--- config.mk ---
export PLATFORM = sky130hd
export DESIGN_NAME = pcm_mux
export DESIGN_NICKNAME = d
export VERILOG_FILES = /design/src/include/pcm_pkg.sv /design/src/verilog/pcm_mux.sv /design/src/verilog/pcm_sync.sv /design/src/verilog/pcm_port_ovr.sv
export SDC_FILE = /design/constraint.sdc
export NUM_CORES = 1
export LEC_CHECK = 0
export BUFFER_PORTS_ARGS = -buffer_cell sky130_fd_sc_hd__buf_2
export CAP_MARGIN = 20
export CORE_UTILIZATION = 35
export DETAILED_ROUTE_END_ITERATION = 10
export HOLD_SLACK_MARGIN = 0.06
export PLACE_DENSITY = 0.72
export SYNTH_ARGS = -nofsm -noshare
export SYNTH_HDL_FRONTEND = slang
export SYNTH_SLANG_ARGS = --single-unit
export TNS_END_PERCENT = 20
--- constraint.sdc ---
create_clock -name pclk -period 4.7 [get_ports pclk]
set_clock_uncertainty 0.1 [all_clocks]
set_input_delay 0.235 -clock pclk [delete_from_list [all_inputs] [get_ports pclk]]
set_output_delay 0.235 -clock pclk [all_outputs]
set_load 0.03 [all_outputs]
--- src/include/pcm_pkg.sv ---
// Constants shared by the port H/J pin-change and LCD segment mux.
package pcm_pkg;

  // ==========================================================================
  // Widths
  localparam int unsigned PCM_ADDR_W = 8;
  localparam int unsigned PCM_DATA_W = 32;
  localparam int unsigned PCM_H_W    = 8;
  localparam int unsigned PCM_J_W    = 7;
  localparam int unsigned PCM_SEG_W  = 40;
  localparam int unsigned PCM_MASK_W = PCM_H_W + PCM_J_W;

  // ==========================================================================
  // Register offsets (byte addresses)
  localparam logic [PCM_ADDR_W-1:0] PCM_CTRL_OFF = 8'h00;
  localparam logic [PCM_ADDR_W-1:0] PCM_MASK_OFF = 8'h04;
  localparam logic [PCM_ADDR_W-1:0] PCM_STAT_OFF = 8'h08;

  // ==========================================================================
  // Field positions
  localparam int unsigned PCM_CTRL_LCD_ENABLE_BIT   = 0;
  localparam int unsigned PCM_CTRL_LOWPWR_BIT  = 1;
  localparam int unsigned PCM_CTRL_GRPEN_BIT   = 2;
  localparam int unsigned PCM_CTRL_W           = 3;
  localparam int unsigned PCM_MASK_J_LSB       = 8;
  localparam int unsigned PCM_STAT_J_LSB       = 8;
  localparam int unsigned PCM_STAT_PRESENT_BIT = 16;

  // ==========================================================================
  // Reset values
  localparam logic [PCM_CTRL_W-1:0] PCM_CTRL_RST = 3'h0;
  localparam logic [PCM_MASK_W-1:0] PCM_MASK_RST = 15'h0000;

  // ==========================================================================
  // Pin-change source numbering and segment map per pin bit
  localparam int unsigned PCM_PCS_H_BASE = 16;
  localparam int unsigned PCM_PCS_J_BASE = 24;
  localparam int unsigned PCM_PCS_TOP    = 30;
  localparam int unsigned PCM_H_SEG [PCM_H_W] = '{10, 9, 8, 7, 39, 38, 37, 36};
  localparam int unsigned PCM_J_SEG [PCM_J_W] = '{35, 34, 31, 30, 29, 28, 27};

  // Address match used by both the write and the read decode.
  function automatic logic pcm_hit(input logic [PCM_ADDR_W-1:0] addr,
                                   input logic [PCM_ADDR_W-1:0] off);
    pcm_hit = (addr == off);
  endfunction

endpackage

--- src/verilog/pcm_mux.sv ---
// Port H/J pin-change and LCD segment mux with APB control registers.
//
// Function
// LCD enable forces port H pull-ups off.
// LCD enable forces input direction; output untouched.
// Input enable override needs mask, group, LCD, low-power.
// Port H bits feed pin-change sources 16-23.
// Port H analog path drives front-plane segments.
// Port J bits: sources 24-30, segments 35, 34, 31..27.
// Ports H and J exist only in large variants.
// LCD disabled releases every pad override.
`timescale 1ns/100ps
`default_nettype none
module pcm_mux
#(
  parameter bit LARGE_PKG = 1'b1
)
(
  input  wire logic                                   pclk,
  input  wire logic                                   presetn,
  input  wire logic                                   psel,
  input  wire logic                                   penable,
  input  wire logic                                   pwrite,
  input  wire logic [pcm_pkg::PCM_ADDR_W-1:0]         paddr,
  input  wire logic [pcm_pkg::PCM_DATA_W-1:0]         pwdata,
  output var  logic [pcm_pkg::PCM_DATA_W-1:0]         prdata,
  output var  logic                                   pready,
  output var  logic                                   pslverr,
  input  wire logic [pcm_pkg::PCM_H_W-1:0]            port_h_pullup,
  input  wire logic [pcm_pkg::PCM_H_W-1:0]            port_h_dir,
  input  wire logic [pcm_pkg::PCM_H_W-1:0]            port_h_out,
  input  wire logic [pcm_pkg::PCM_H_W-1:0]            port_h_input_enable,
  input  wire logic [pcm_pkg::PCM_J_W-1:0]            port_j_pullup,
  input  wire logic [pcm_pkg::PCM_J_W-1:0]            port_j_dir,
  input  wire logic [pcm_pkg::PCM_J_W-1:0]            port_j_out,
  input  wire logic [pcm_pkg::PCM_J_W-1:0]            port_j_input_enable,
  input  wire logic [pcm_pkg::PCM_H_W-1:0]            ph_pad_in,
  output var  logic [pcm_pkg::PCM_H_W-1:0]            ph_pad_out,
  output var  logic [pcm_pkg::PCM_H_W-1:0]            ph_pad_oe,
  output var  logic [pcm_pkg::PCM_H_W-1:0]            ph_pullup_en,
  output var  logic [pcm_pkg::PCM_H_W-1:0]            ph_input_en,
  output var  logic [pcm_pkg::PCM_H_W-1:0]            ph_analog_path,
  input  wire logic [pcm_pkg::PCM_J_W-1:0]            pj_pad_in,
  output var  logic [pcm_pkg::PCM_J_W-1:0]            pj_pad_out,
  output var  logic [pcm_pkg::PCM_J_W-1:0]            pj_pad_oe,
  output var  logic [pcm_pkg::PCM_J_W-1:0]            pj_pullup_en,
  output var  logic [pcm_pkg::PCM_J_W-1:0]            pj_input_en,
  output var  logic [pcm_pkg::PCM_J_W-1:0]            pj_analog_path,
  input  wire logic [pcm_pkg::PCM_SEG_W-1:0]          lcd_front_plane_output,
  output var  logic [pcm_pkg::PCM_PCS_TOP:pcm_pkg::PCM_PCS_H_BASE]
                                                      pin_change_source
);
  import pcm_pkg::*;

  logic [PCM_CTRL_W-1:0] ctrl;
  logic [PCM_MASK_W-1:0] mask;
  logic [PCM_CTRL_W-1:0] next_ctrl;
  logic [PCM_MASK_W-1:0] next_mask;
  logic [PCM_DATA_W-1:0] next_prdata;
  logic                  next_pready;
  logic                  next_pslverr;
  logic                  access;
  logic                  mapped;
  logic                  lcd_enable;
  logic                  lcd_low_power_setting;
  logic                  pin_change_group_enable;
  logic [PCM_H_W-1:0]    ph_stable;
  logic [PCM_J_W-1:0]    pj_stable;
  logic [PCM_H_W-1:0]    ph_seg;
  logic [PCM_J_W-1:0]    pj_seg;
  logic [PCM_H_W-1:0]    ph_tap;
  logic [PCM_J_W-1:0]    pj_tap;

  assign lcd_enable              = ctrl[PCM_CTRL_LCD_ENABLE_BIT];
  assign lcd_low_power_setting   = ctrl[PCM_CTRL_LOWPWR_BIT];
  assign pin_change_group_enable = ctrl[PCM_CTRL_GRPEN_BIT];

  // ==========================================================================
  // APB slave
  // One wait state: pready rises in the second access cycle.
  always_comb
  begin
    access       = psel & penable;
    mapped       = pcm_hit(paddr, PCM_CTRL_OFF) | pcm_hit(paddr, PCM_MASK_OFF)
                   | pcm_hit(paddr, PCM_STAT_OFF);
    next_pready  = access & ~pready;
    next_pslverr = access & ~pready & ~mapped;
    next_ctrl    = ctrl;
    next_mask    = mask;
    next_prdata  = '0;
    if (access && pready && pwrite)
    begin
      if (pcm_hit(paddr, PCM_CTRL_OFF))
      begin
        next_ctrl = pwdata[PCM_CTRL_W-1:0];
      end
      if (pcm_hit(paddr, PCM_MASK_OFF))
      begin
        next_mask = pwdata[PCM_MASK_W-1:0];
      end
    end
    if (access && !pready && !pwrite)
    begin
      if (pcm_hit(paddr, PCM_CTRL_OFF))
      begin
        next_prdata[PCM_CTRL_W-1:0] = ctrl;
      end
      if (pcm_hit(paddr, PCM_MASK_OFF))
      begin
        next_prdata[PCM_MASK_W-1:0] = mask;
      end
      if (pcm_hit(paddr, PCM_STAT_OFF))
      begin
        next_prdata[PCM_H_W-1:0]                      = ph_tap;
        next_prdata[PCM_STAT_J_LSB +: PCM_J_W]        = pj_tap;
        next_prdata[PCM_STAT_PRESENT_BIT]             = LARGE_PKG;
      end
    end
  end

  // Register file and bus answer.
  always_ff @(posedge pclk or negedge presetn)
  begin
    if (!presetn)
    begin
      ctrl    <= PCM_CTRL_RST;
      mask    <= PCM_MASK_RST;
      prdata  <= '0;
      pready  <= 1'b0;
      pslverr <= 1'b0;
    end
    else
    begin
      ctrl    <= next_ctrl;
      mask    <= next_mask;
      prdata  <= next_prdata;
      pready  <= next_pready;
      pslverr <= next_pslverr;
    end
  end

  // ==========================================================================
  // Pin synchronisers
  pcm_sync #(.W(PCM_H_W)) u_sync_h
  (
    .pclk       (pclk),
    .presetn    (presetn),
    .pin_raw    (ph_pad_in),
    .pin_stable (ph_stable)
  );

  pcm_sync #(.W(PCM_J_W)) u_sync_j
  (
    .pclk       (pclk),
    .presetn    (presetn),
    .pin_raw    (pj_pad_in),
    .pin_stable (pj_stable)
  );

  // ==========================================================================
  // Segment selection
  // Each pin bit picks its own front-plane segment from the LCD controller.
  for (genvar i = 0; i < PCM_H_W; i++)
  begin : g_h_seg
    assign ph_seg[i] = lcd_front_plane_output[PCM_H_SEG[i]];
  end

  for (genvar i = 0; i < PCM_J_W; i++)
  begin : g_j_seg
    assign pj_seg[i] = lcd_front_plane_output[PCM_J_SEG[i]];
  end

  // ==========================================================================
  // Override cells
  pcm_port_ovr #(.W(PCM_H_W), .PRESENT(LARGE_PKG)) u_ovr_h
  (
    .pclk                    (pclk),
    .presetn                 (presetn),
    .lcd_enable              (lcd_enable),
    .lcd_low_power_setting   (lcd_low_power_setting),
    .pin_change_group_enable (pin_change_group_enable),
    .pin_change_mask         (mask[PCM_H_W-1:0]),
    .port_pullup             (port_h_pullup),
    .port_dir                (port_h_dir),
    .port_out                (port_h_out),
    .port_input_enable       (port_h_input_enable),
    .pin_level               (ph_stable),
    .seg_level               (ph_seg),
    .pad_pullup_en           (ph_pullup_en),
    .pad_oe                  (ph_pad_oe),
    .pad_out                 (ph_pad_out),
    .pad_input_en            (ph_input_en),
    .digital_input_tap       (ph_tap),
    .analog_path             (ph_analog_path)
  );

  pcm_port_ovr #(.W(PCM_J_W), .PRESENT(LARGE_PKG)) u_ovr_j
  (
    .pclk                    (pclk),
    .presetn                 (presetn),
    .lcd_enable              (lcd_enable),
    .lcd_low_power_setting   (lcd_low_power_setting),
    .pin_change_group_enable (pin_change_group_enable),
    .pin_change_mask         (mask[PCM_MASK_J_LSB +: PCM_J_W]),
    .port_pullup             (port_j_pullup),
    .port_dir                (port_j_dir),
    .port_out                (port_j_out),
    .port_input_enable       (port_j_input_enable),
    .pin_level               (pj_stable),
    .seg_level               (pj_seg),
    .pad_pullup_en           (pj_pullup_en),
    .pad_oe                  (pj_pad_oe),
    .pad_out                 (pj_pad_out),
    .pad_input_en            (pj_input_en),
    .digital_input_tap       (pj_tap),
    .analog_path             (pj_analog_path)
  );

  // Source numbering: H bit i is source 16+i, J bit i is source 24+i.
  assign pin_change_source = {pj_tap, ph_tap};
endmodule // pcm_mux
`default_nettype wire

--- src/verilog/pcm_sync.sv ---
// Three-stage pin synchroniser with agreement filter.
`timescale 1ns/100ps
`default_nettype none
module pcm_sync
#(
  parameter int unsigned W = 8
)
(
  input  wire logic         pclk,
  input  wire logic         presetn,
  input  wire logic [W-1:0] pin_raw,
  output var  logic [W-1:0] pin_stable
);
  import pcm_pkg::*;

  logic [W-1:0] s1;
  logic [W-1:0] s2;
  logic [W-1:0] s3;
  logic [W-1:0] next_stable;

  // ==========================================================================
  // Filter
  // A bit changes only once stages two and three agree; stage one is unseen.
  always_comb
  begin
    next_stable = pin_stable;
    for (int i = 0; i < W; i++)
    begin
      if (s2[i] == s3[i])
      begin
        next_stable[i] = s3[i];
      end
    end
  end

  // Flip-flop chain.
  always_ff @(posedge pclk or negedge presetn)
  begin
    if (!presetn)
    begin
      s1         <= '0;
      s2         <= '0;
      s3         <= '0;
      pin_stable <= '0;
    end
    else
    begin
      s1         <= pin_raw;
      s2         <= s1;
      s3         <= s2;
      pin_stable <= next_stable;
    end
  end

endmodule // pcm_sync
`default_nettype wire

--- src/verilog/pcm_port_ovr.sv ---
// Override cell for one shared port: pad controls, input tap, segment path.
`timescale 1ns/100ps
`default_nettype none
module pcm_port_ovr
#(
  parameter int unsigned W       = 8,
  parameter bit          PRESENT = 1'b1
)
(
  input  wire logic         pclk,
  input  wire logic         presetn,
  input  wire logic         lcd_enable,
  input  wire logic         lcd_low_power_setting,
  input  wire logic         pin_change_group_enable,
  input  wire logic [W-1:0] pin_change_mask,
  input  wire logic [W-1:0] port_pullup,
  input  wire logic [W-1:0] port_dir,
  input  wire logic [W-1:0] port_out,
  input  wire logic [W-1:0] port_input_enable,
  input  wire logic [W-1:0] pin_level,
  input  wire logic [W-1:0] seg_level,
  output var  logic [W-1:0] pad_pullup_en,
  output var  logic [W-1:0] pad_oe,
  output var  logic [W-1:0] pad_out,
  output var  logic [W-1:0] pad_input_en,
  output var  logic [W-1:0] digital_input_tap,
  output var  logic [W-1:0] analog_path
);
  import pcm_pkg::*;

  logic [W-1:0] pullup_override_enable;
  logic [W-1:0] pullup_override_value;
  logic [W-1:0] direction_override_enable;
  logic [W-1:0] direction_override_value;
  logic [W-1:0] output_value_override_enable;
  logic [W-1:0] output_value_override_value;
  logic [W-1:0] input_enable_override_enable;
  logic [W-1:0] input_enable_override_value;
  logic [W-1:0] next_pullup;
  logic [W-1:0] next_oe;
  logic [W-1:0] next_out;
  logic [W-1:0] next_ie;
  logic [W-1:0] next_tap;
  logic [W-1:0] next_analog;

  // ==========================================================================
  // Override terms
  // The LCD takes pull-up and direction, never the output value.
  always_comb
  begin
    pullup_override_enable       = {W{lcd_enable}};
    pullup_override_value        = '0;
    direction_override_enable    = {W{lcd_enable}};
    direction_override_value     = '0;
    output_value_override_enable = '0;
    output_value_override_value  = '0;
    input_enable_override_enable = pin_change_mask
      & {W{pin_change_group_enable & lcd_enable
           & lcd_low_power_setting}};
    input_enable_override_value  = '1;
  end

  // Resolve each pad control; a cleared enable hands back the port value.
  always_comb
  begin
    next_pullup = (pullup_override_enable & pullup_override_value)
      | (~pullup_override_enable & port_pullup);
    next_oe     = (direction_override_enable & direction_override_value)
      | (~direction_override_enable & port_dir);
    next_out    = (output_value_override_enable
      & output_value_override_value)
      | (~output_value_override_enable & port_out);
    next_ie     = (input_enable_override_enable
      & input_enable_override_value)
      | (~input_enable_override_enable & port_input_enable);
    next_tap    = pin_level & next_ie;
    next_analog = seg_level;
    if (!PRESENT)
    begin
      next_pullup = '0;
      next_oe     = '0;
      next_out    = '0;
      next_ie     = '0;
      next_tap    = '0;
      next_analog = '0;
    end
  end

  // Output registers.
  always_ff @(posedge pclk or negedge presetn)
  begin
    if (!presetn)
    begin
      pad_pullup_en     <= '0;
      pad_oe            <= '0;
      pad_out           <= '0;
      pad_input_en      <= '0;
      digital_input_tap <= '0;
      analog_path       <= '0;
    end
    else
    begin
      pad_pullup_en     <= next_pullup;
      pad_oe            <= next_oe;
      pad_out           <= next_out;
      pad_input_en      <= next_ie;
      digital_input_tap <= next_tap;
      analog_path       <= next_analog;
    end
  end

endmodule // pcm_port_ovr
`default_nettype wire

After elaboration in Yosys (flattened, before gate mapping)

Cells that the tools add are included.

Reductions and logical operators: 9
Eq/ne operators: 17
$lt $le $gt $ge: 0
$add $sub $neg: 0
Mux-type cells: 6
Bitwise logic cells: 25
Div/mod/pow operators: 0
Multipliers: 0
Shift-type cells: 0

Operators with widths:

| kind                                                | number |
|---|---|
| two-way mux 15 bit                                  | 3 |
| AND 8 bit                                           | 5 |
| AND 7 bit                                           | 5 |
| NOT 8 bit                                           | 2 |
| equality test 1 bit                                 | 15 |
| NOT 7 bit                                           | 2 |
| equality test 8 x 3 -> 1 bit, second input constant | 1 |
| equality test 8 x 4 -> 1 bit, second input constant | 1 |
| logical NOT 8 bit                                   | 1 |
| bitwise OR 8 bit                                    | 1 |
| bitwise OR 7 bit                                    | 1 |
| AND 1 bit                                           | 5 |
| logical AND 1 bit                                   | 4 |
| AND reduction 2 bit                                 | 2 |
| two-way mux 3 bit                                   | 1 |
| logical NOT 1 bit                                   | 2 |
| two-way mux 1 bit                                   | 2 |
| NOT 1 bit                                           | 2 |
| bitwise OR 1 bit                                    | 2 |

RAM bits: 0
Bits in latches: 0
Flip-flop bits (word level): 186
ROM bits: 0
Input port bits: 160
Memories kept: 0

Longest topological paths before layout

Gate-level depths: netlist (run 1).

Word-level depth: 7
Mapped depth: 5

By module

Synthesis (run 1) repeated with hierarchy kept, for this count alone.

Cells, all modules: 375
Area total of the unflattened synthesis: 6045.8 µm²

By module, submodules not included:

| module                 | area each (µm²) | times used | seq. area each (µm²) | cells an instance |
|---|---|---|---|---|
| pcm_mux                | 1609.0          | 1          | 900.9                | 131 |
| pcm_port_ovr (u_ovr_h) | 1486.4          | 1          | 1201.2               | 91 |
| pcm_port_ovr (u_ovr_j) | 1280.0          | 1          | 1051.0               | 78 |
| pcm_sync (u_sync_h)    | 890.9           | 1          | 800.8                | 40 |
| pcm_sync (u_sync_j)    | 779.5           | 1          | 700.7                | 35 |

Worst setup path after synthesis (run 1)

No wires, ideal clock.

Path type: reg2reg
From: register pready
To: register mask[10]
Path buffers: 2
Clock period less this slack: 1.715 ns
Required time: 4.475 ns
Path slack: 2.985 ns
Cell stages (with the launch flop): 6
Arrival: 1.490 ns
Cells stage by stage: dfrtp_1 and4_1 and3_1 buf_6 buf_12 mux2_4

Longest elaborated chain between the ends: 3

RTL lines:

| item                            | line           | RTL |
|---|---|---|
| from (decl)                     | pcm_mux.sv:27  | `output var logic pready,` |
| from (signal assigned)          | pcm_mux.sv:137 | `pready <= next_pready;` |
| logical AND 1 bit (2 in series) | pcm_mux.sv:91  | `if (access && pready && pwrite)` |
| AND reduction 2 bit (no line)   | n/a            |  |
| to (signal assigned)            | pcm_mux.sv:135 | `mask <= next_mask;` |
| to (decl)                       | pcm_mux.sv:56  | `logic [PCM_MASK_W-1:0] mask;` |

Every way passes these cells.
A chain may end at the register's enable or synchronous reset.

Worst setup path after layout (run 1)

From: input port paddr[2] (netlist bit)
To: register mask[14]

Longest elaborated chain between the ends: 2

RTL lines:

| item                          | line          | RTL |
|---|---|---|
| from (decl)                   | pcm_mux.sv:24 | `input wire logic [pcm_pkg::PCM_ADDR_W-1:0] paddr,` |
| equality test 8 x 3 -> 1 bit  | pcm_pkg.sv:45 | `pcm_hit = (addr == off);` |
| AND reduction 2 bit (no line) | n/a           |  |

Every way passes these cells.

==> results of run 1 <==
[layer usage]
metal	track usage (%)	vias to the layer above	wire length, µm
li1	-	1866	-
met1	20.64	2119	6037
met2	31.11	126	7790
met3	3.295	44	469
met4	11.17	0	556
met5	0	-	0
[state kept, by name (all words and copies together), names as in the netlist, 8 cells and up]
name,count
u_ovr_h.pad_input_en,8
u_ovr_h.analog_path,8
u_sync_h.s1,8
u_ovr_h.pad_oe,8
u_ovr_h.pad_out,8
u_sync_h.s2,8
prdata,16
u_sync_h.s3,8
mask,15
u_ovr_h.digital_input_tap,8
u_ovr_h.pad_pullup_en,8
u_sync_h.pin_stable,8
[critical path: cells and delay by family]
family / cells / cell delay (ns)
multiplexers: 1 / 0.42
AND/OR/NAND/NOR: 2 / 1.14
buffers and inverters: 3 / 1.01
[per-stage QoR]
step           cell area (µm²)  hold slack, ns  power (mW)  util [%]  instances
4_1_cts                   8955         0.06266       3.532     53.81        939
2_1_floorplan             6028         -0.1606       1.890         -        377
6_report                  8957         0.08511       3.503     53.82        940
5_1_grt                   8957          0.1098       3.636     53.82        940
3_3_place_gp              7276          0.2330       2.018     43.72        798
3_5_place_dp              7276          0.2347       2.028     43.72        798
[power by group through the flow]
| stage | Combinational (mW) | Clock [mW] | Sequential, mW |
|---|---|---|---|
| after floorplan | 0.0681 | 0 | 1.82 |
| after global placement | 0.283 | 0 | 1.74 |
| after detailed placement | 0.290 | 0 | 1.74 |
| after CTS | 0.363 | 1.46 | 1.71 |
| after global routing | 0.388 | 1.53 | 1.72 |
| final | 0.363 | 1.43 | 1.71 |
[path summary, 6_finish.rpt]
kind | from | end | slack [ns] | depth (start not counted)
hold reg to reg | u_sync_j.s1[6] | u_sync_j.s2[6] | 0.25 | 0
min in group asynchronous | presetn | mask[5] | 0.35 | 2
setup / recovery | paddr[2] | mask[14] | 2.10 | 6
max in group asynchronous | presetn | u_ovr_j.pad_oe[5] | 3.07 | 3
setup reg to reg | ctrl[0] | u_ovr_h.digital_input_tap[6] | 2.38 | 3
hold / removal | paddr[3] | pslverr | 0.09 | 3
[Yosys cell counts, drive strengths merged]
cell type	count	area share, %
nand2b	3	0.31
a311oi	1	0.15
nor2b	30	3.1
maj3	15	2.5
a2111oi	3	0.44
and2	15	1.6
and3	2	0.21
nor4bb	1	0.17
nand3	1	0.084
and4	1	0.15
dfrtp	186	78
nor2	19	1.2
nand2	3	0.19
buf	21	2.8
a21o	15	1.9
mux2	18	4.0
nor3	3	0.25
conb	1	0.063
nor4	1	0.21
or4b	1	0.17
a22oi	12	1.5
nand4	1	0.10
nor4b	2	0.50
clkbuf	7	0.44
[cells by family (layout without fill, tap and decap cells)]
logic type      Yosys count  in the layout  share of synthesized area [%]
compound gates           31             31                          3.981
fa+ha+maj                15             15                          2.514
buf+inv                  28            370                          3.227
flops                   186            186                          77.94
mux                      18             18                          4.023
other cells               1             17                        0.06279
simple gates             83             83                          8.255
[area by class of cell]
type                            instances  area, µm²
Antenna cell                            1      2.502
Clock inverter                         14      158.9
Timing Repair Buffer                  338       2256
Sequential cell                       186       4654
Fill cell                            1351       7685
Multi-Input combinational cell        163       1181
Tap cell                              220      275.3
Clock buffer                           18      429.2
==> results.json, run 1 <==
{
  "p_comb_share_pct": 10.4,
  "cts_resized": 0,
  "power_switching_share_pct": 25.01,
  "start_util_pct": 35.88,
  "crit_required_ns": 4.91,
  "power_density_mw_per_mm2": 391.1,
  "final_cell_mix": "buf_2, dfrtp_1, dlygate4sd3_1",
  "drv_slew": 0,
  "area_delta_synth_final_pct": 49.99,
  "dieArea_mm2": 0.01759,
  "finalCritPeriodShare_pct": 55.43,
  "drive_above_1_share_pct": 39.22,
  "hold_path.class": "in -> reg",
  "ant_nets": 0,
  "via_per_inst": 4.420,
  "insertion_delay_ns": 0.43,
  "dieHeight_um": 132.6,
  "finalCriticalPeriod_ns": 2.605,
  "rsz0062_at_grt": "no",
  "fmax_mhz": 383.9,
  "grt_pass1_wl_mm": 24.00,
  "clk_pin_slew_ns": 0.07,
  "syn_area_mm2": 0.005972,
  "slew_headroom_pct": 28.70,
  "hold_violations": 0,
  "final-setup-viol-count": 0,
  "cts_num_sinks": 186,
  "worstPathArrival_ns": 2.82,
  "worst_pin_slew_ns": 1.069,
  "crit_type": "in -> reg",
  "slowest_delay_ns": 0.90,
  "grt_pass1_vias": 4630,
  "drt-pass1-iter-count": 5,
  "path_cells": "dlygate4sd3_1 -> buf_2 -> nor4b_2 -> buf_4 -> and3_1 -> mux2_2",
  "peakVddDrop_mv": 0.2517,
  "intPower_mw": 2.627,
  "io_pins": 284,
  "drtIter0Drc": 171,
  "place_ws_ns": 2.174,
  "wl_mm": 14.85,
  "yosysUniqueCellTypes": 28,
  "cts_setup_buffers": 0,
  "cts_tree": "built",
  "grt_max_degree": 105,
  "cts-root-buf": "clkbuf_16",
  "pwr-share-clk_pct": 40.9,
  "worstSetupStartpointType": "input pin",
  "grt_usage_pct": 17.96,
  "portBuffers": 225,
  "timing.final.ws_setup_ns": 2.095,
  "p_leak_nw": 4.449,
  "htreeDepth": 4,
  "cts_hold_buf": 109,
  "synth-seq-area-share_pct": 77.94,
  "antenna_found_initial": 1,
  "p_sw_mw": 0.8761,
  "avgSynthCellArea_um2": 16.50,
  "critical_path.slowest_cell": "and3_1",
  "die_w_um": 132.6,
  "place_congestion": 0.8309,
  "wl_per_cell_um": 15.80,
  "ys_warn_count": 0,
  "status": "complete, no violations",
  "rows": 47,
  "post-dp-hpwl_mm": 9.385,
  "critPathMaxFanout": 15,
  "nNetsFinal": 866,
  "clk_path_buf_depth": 2,
  "ys_ff_latch": 186,
  "grt_overflow": 0,
  "setup_tns_ns": 0,
  "power_frac_seq_pct": 48.8,
  "cap_violations": 0,
  "core_area_mm2": 0.01664,
  "cts_made_buffers": 17,
  "final_common_cell": "buf_2",
  "vias": 4155,
  "drc": 0,
  "syn-instance-count": 362,
  "critPathCaptureType": "flop"
}
Note: power is estimated with default switching activity, not from simulation.
==> inputs of run 2 (changes only) <==
Clock period 4.7 ns to 2.4 ns, I/O delays scaled along.
==> run 2 against run 1 <==
Global-route usage shrank 0.16 points. Routed wire length decreased by 0.20%. Count of clock-buffer cells in the layout stayed put. Flip-flop and latch count did not move. Clock power up 88%. Register-to-register slack got worse by 1.9 ns. First-iteration DRC count down 19%. Combinational power increased by 100%. Power rose by 93%. Largest power group unchanged.
==> results.json, run 2 (synthesized netlist as in run 1, its figures left out) <==
{
  "critPathMaxFanout": 4,
  "worstRegToRegCells": 3,
  "slew_headroom_pct": 50.18,
  "rows": 47,
  "place_congestion": 0.8258,
  "drive_above_1_share_pct": 39.18,
  "grt_usage_pct": 17.80,
  "clk_pin_slew_ns": 0.06,
  "area_delta_synth_final_pct": 52.08,
  "worstPathArrival_ns": 2.41,
  "peakVddDrop_mv": 0.4713,
  "wl_per_cell_um": 15.56,
  "insertion_delay_ns": 0.42,
  "nFillCells": 1377,
  "worst_pin_slew_ns": 0.7472,
  "critPathCaptureType": "flop",
  "cts_made_buffers": 17,
  "drc": 0,
  "regMostFlops": "prdata",
  "fmax_mhz": 441.4,
  "antenna_found_initial": 3,
  "grt_max_degree": 82,
  "drt-pass1-iter-count": 4,
  "grt_overflow": 0,
  "hold_depth": 4,
  "fin_cells": 953,
  "crit_type": "in -> reg",
  "status": "complete, no violations",
  "cts-root-buf": "clkbuf_16",
  "io_pins": 284,
  "final-setup-viol-count": 0,
  "core_area_mm2": 0.01664,
  "grt_pass1_wl_mm": 23.96,
  "cts_tree": "built",
  "cts_resized": 0,
  "finalCriticalPeriod_ns": 2.266,
  "largest_reg_flops": 16,
  "post-dp-hpwl_mm": 9.685,
  "clk_path_buf_depth": 2,
  "hold_violations": 0,
  "dieArea_mm2": 0.01759,
  "ant_nets": 0,
  "finalCritPeriodShare_pct": 94.40,
  "setup_tns_ns": 0,
  "worstSetupStartpointType": "input pin",
  "htreeDepth": 4,
  "crit_required_ns": 2.55,
  "multi_input_area_mm2": 0.001181,
  "drtIter0Drc": 139,
  "wl_mm": 14.82,
  "drv_slew": 0,
  "dieHeight_um": 132.6,
  "power_density_mw_per_mm2": 744.7,
  "final_cell_mix": "buf_2, dfrtp_1, dlygate4sd3_1",
  "regArea_mm2": 0.004654,
  "die_w_um": 132.6,
  "cap_violations": 0,
  "grt_pass1_vias": 4764,
  "portBuffers": 225,
  "hold_path.class": "in -> reg",
  "via_per_inst": 4.347,
  "nNetsFinal": 877,
  "cts_num_sinks": 186,
  "rsz0062_at_grt": "no",
  "final_common_cell": "buf_2",
  "dp.cells": 801,
  "start_util_pct": 35.88,
  "vias": 4143,
  "p_leak_nw": 4.506,
  "reg.largest.list": "prdata (16), mask (15)"
}
==> run 2: cell types whose count changed in the layout (fill, tap and decap cells not counted), sizes merged <==
cell	before	now
dlygate4sd3	109	117
buf	228	231
clkinv	5	8
diode	1	3
inv	7	5
bufinv	2	1
==> run 2: stage by stage <==
stage	utilization, %	setup slack, ns	area [µm²]	hold slack [ns]	total power [mW]
floorplan	-	0.6847	6028	-0.2756	3.702
global placement	44.00	0.5783	7323	0.09120	3.960
detailed placement	44.00	0.5649	7323	0.1051	3.980
CTS	54.53	0.1904	9075	0.07923	6.843
global route	54.57	0.004940	9082	0.1112	7.013
finish	54.57	0.1344	9082	0.1135	6.763
==> run 2: area by class of cell <==
| class | count | share of cell area (%) |
|---|---|---|
| clock buffers | 18 | 4.835 |
| clock inverters | 14 | 1.557 |
| repair buffers | 349 | 26.24 |
| well taps | 220 | 3.031 |
| flip-flops and latches | 186 | 51.25 |
| multi-input cells | 163 | 13.00 |
| diodes | 3 | 0.08266 |
==> run 2: path summary, 6_finish.rpt <==
path	startpoint	end	slack (ns)
min	paddr[4]	ctrl[2]	0.11
min in group asynchronous	presetn	u_ovr_h.digital_input_tap[5]	0.20
max	paddr[6]	prdata[0]	0.13
min reg2reg	u_sync_h.s1[4]	u_sync_h.s2[4]	0.25
max reg2reg	pready	prdata[0]	0.45
max in group asynchronous	presetn	u_sync_h.s3[0]	1.31
==> run 2: layer usage <==
layer / vias up / GRT usage, % / part of all wire [%]
met5: - / 0 / 0
met4: 0 / 11.75 / 5.3
met3: 62 / 3.870 / 3.8
met2: 155 / 30.79 / 52
met1: 2035 / 19.81 / 38
li1: 1891 / - / -
==> run 2: power breakdown <==
group          internal (mW)  switching [mW]  total, mW
registers               3.28          0.0591       3.34
logic                  0.313           0.416      0.729
clock network           1.49            1.20       2.69
==> run 2: critical path, stage by stage <==
cell and delay [ns]:
dlygate4sd3_1 0.53, buf_2 0.13, nor4_2 0.26, dlygate4sd3_1 0.63
nand3_1 0.16, a2111oi_0 0.58
==> run 2: timing repair <==
| item | in CTS | in global routing |
|---|---|---|
| hold buffers | 117 | 0 |
| endpoints found under the hold margin | 207 | 0 |
| buffers inserted | 0 | 0 |
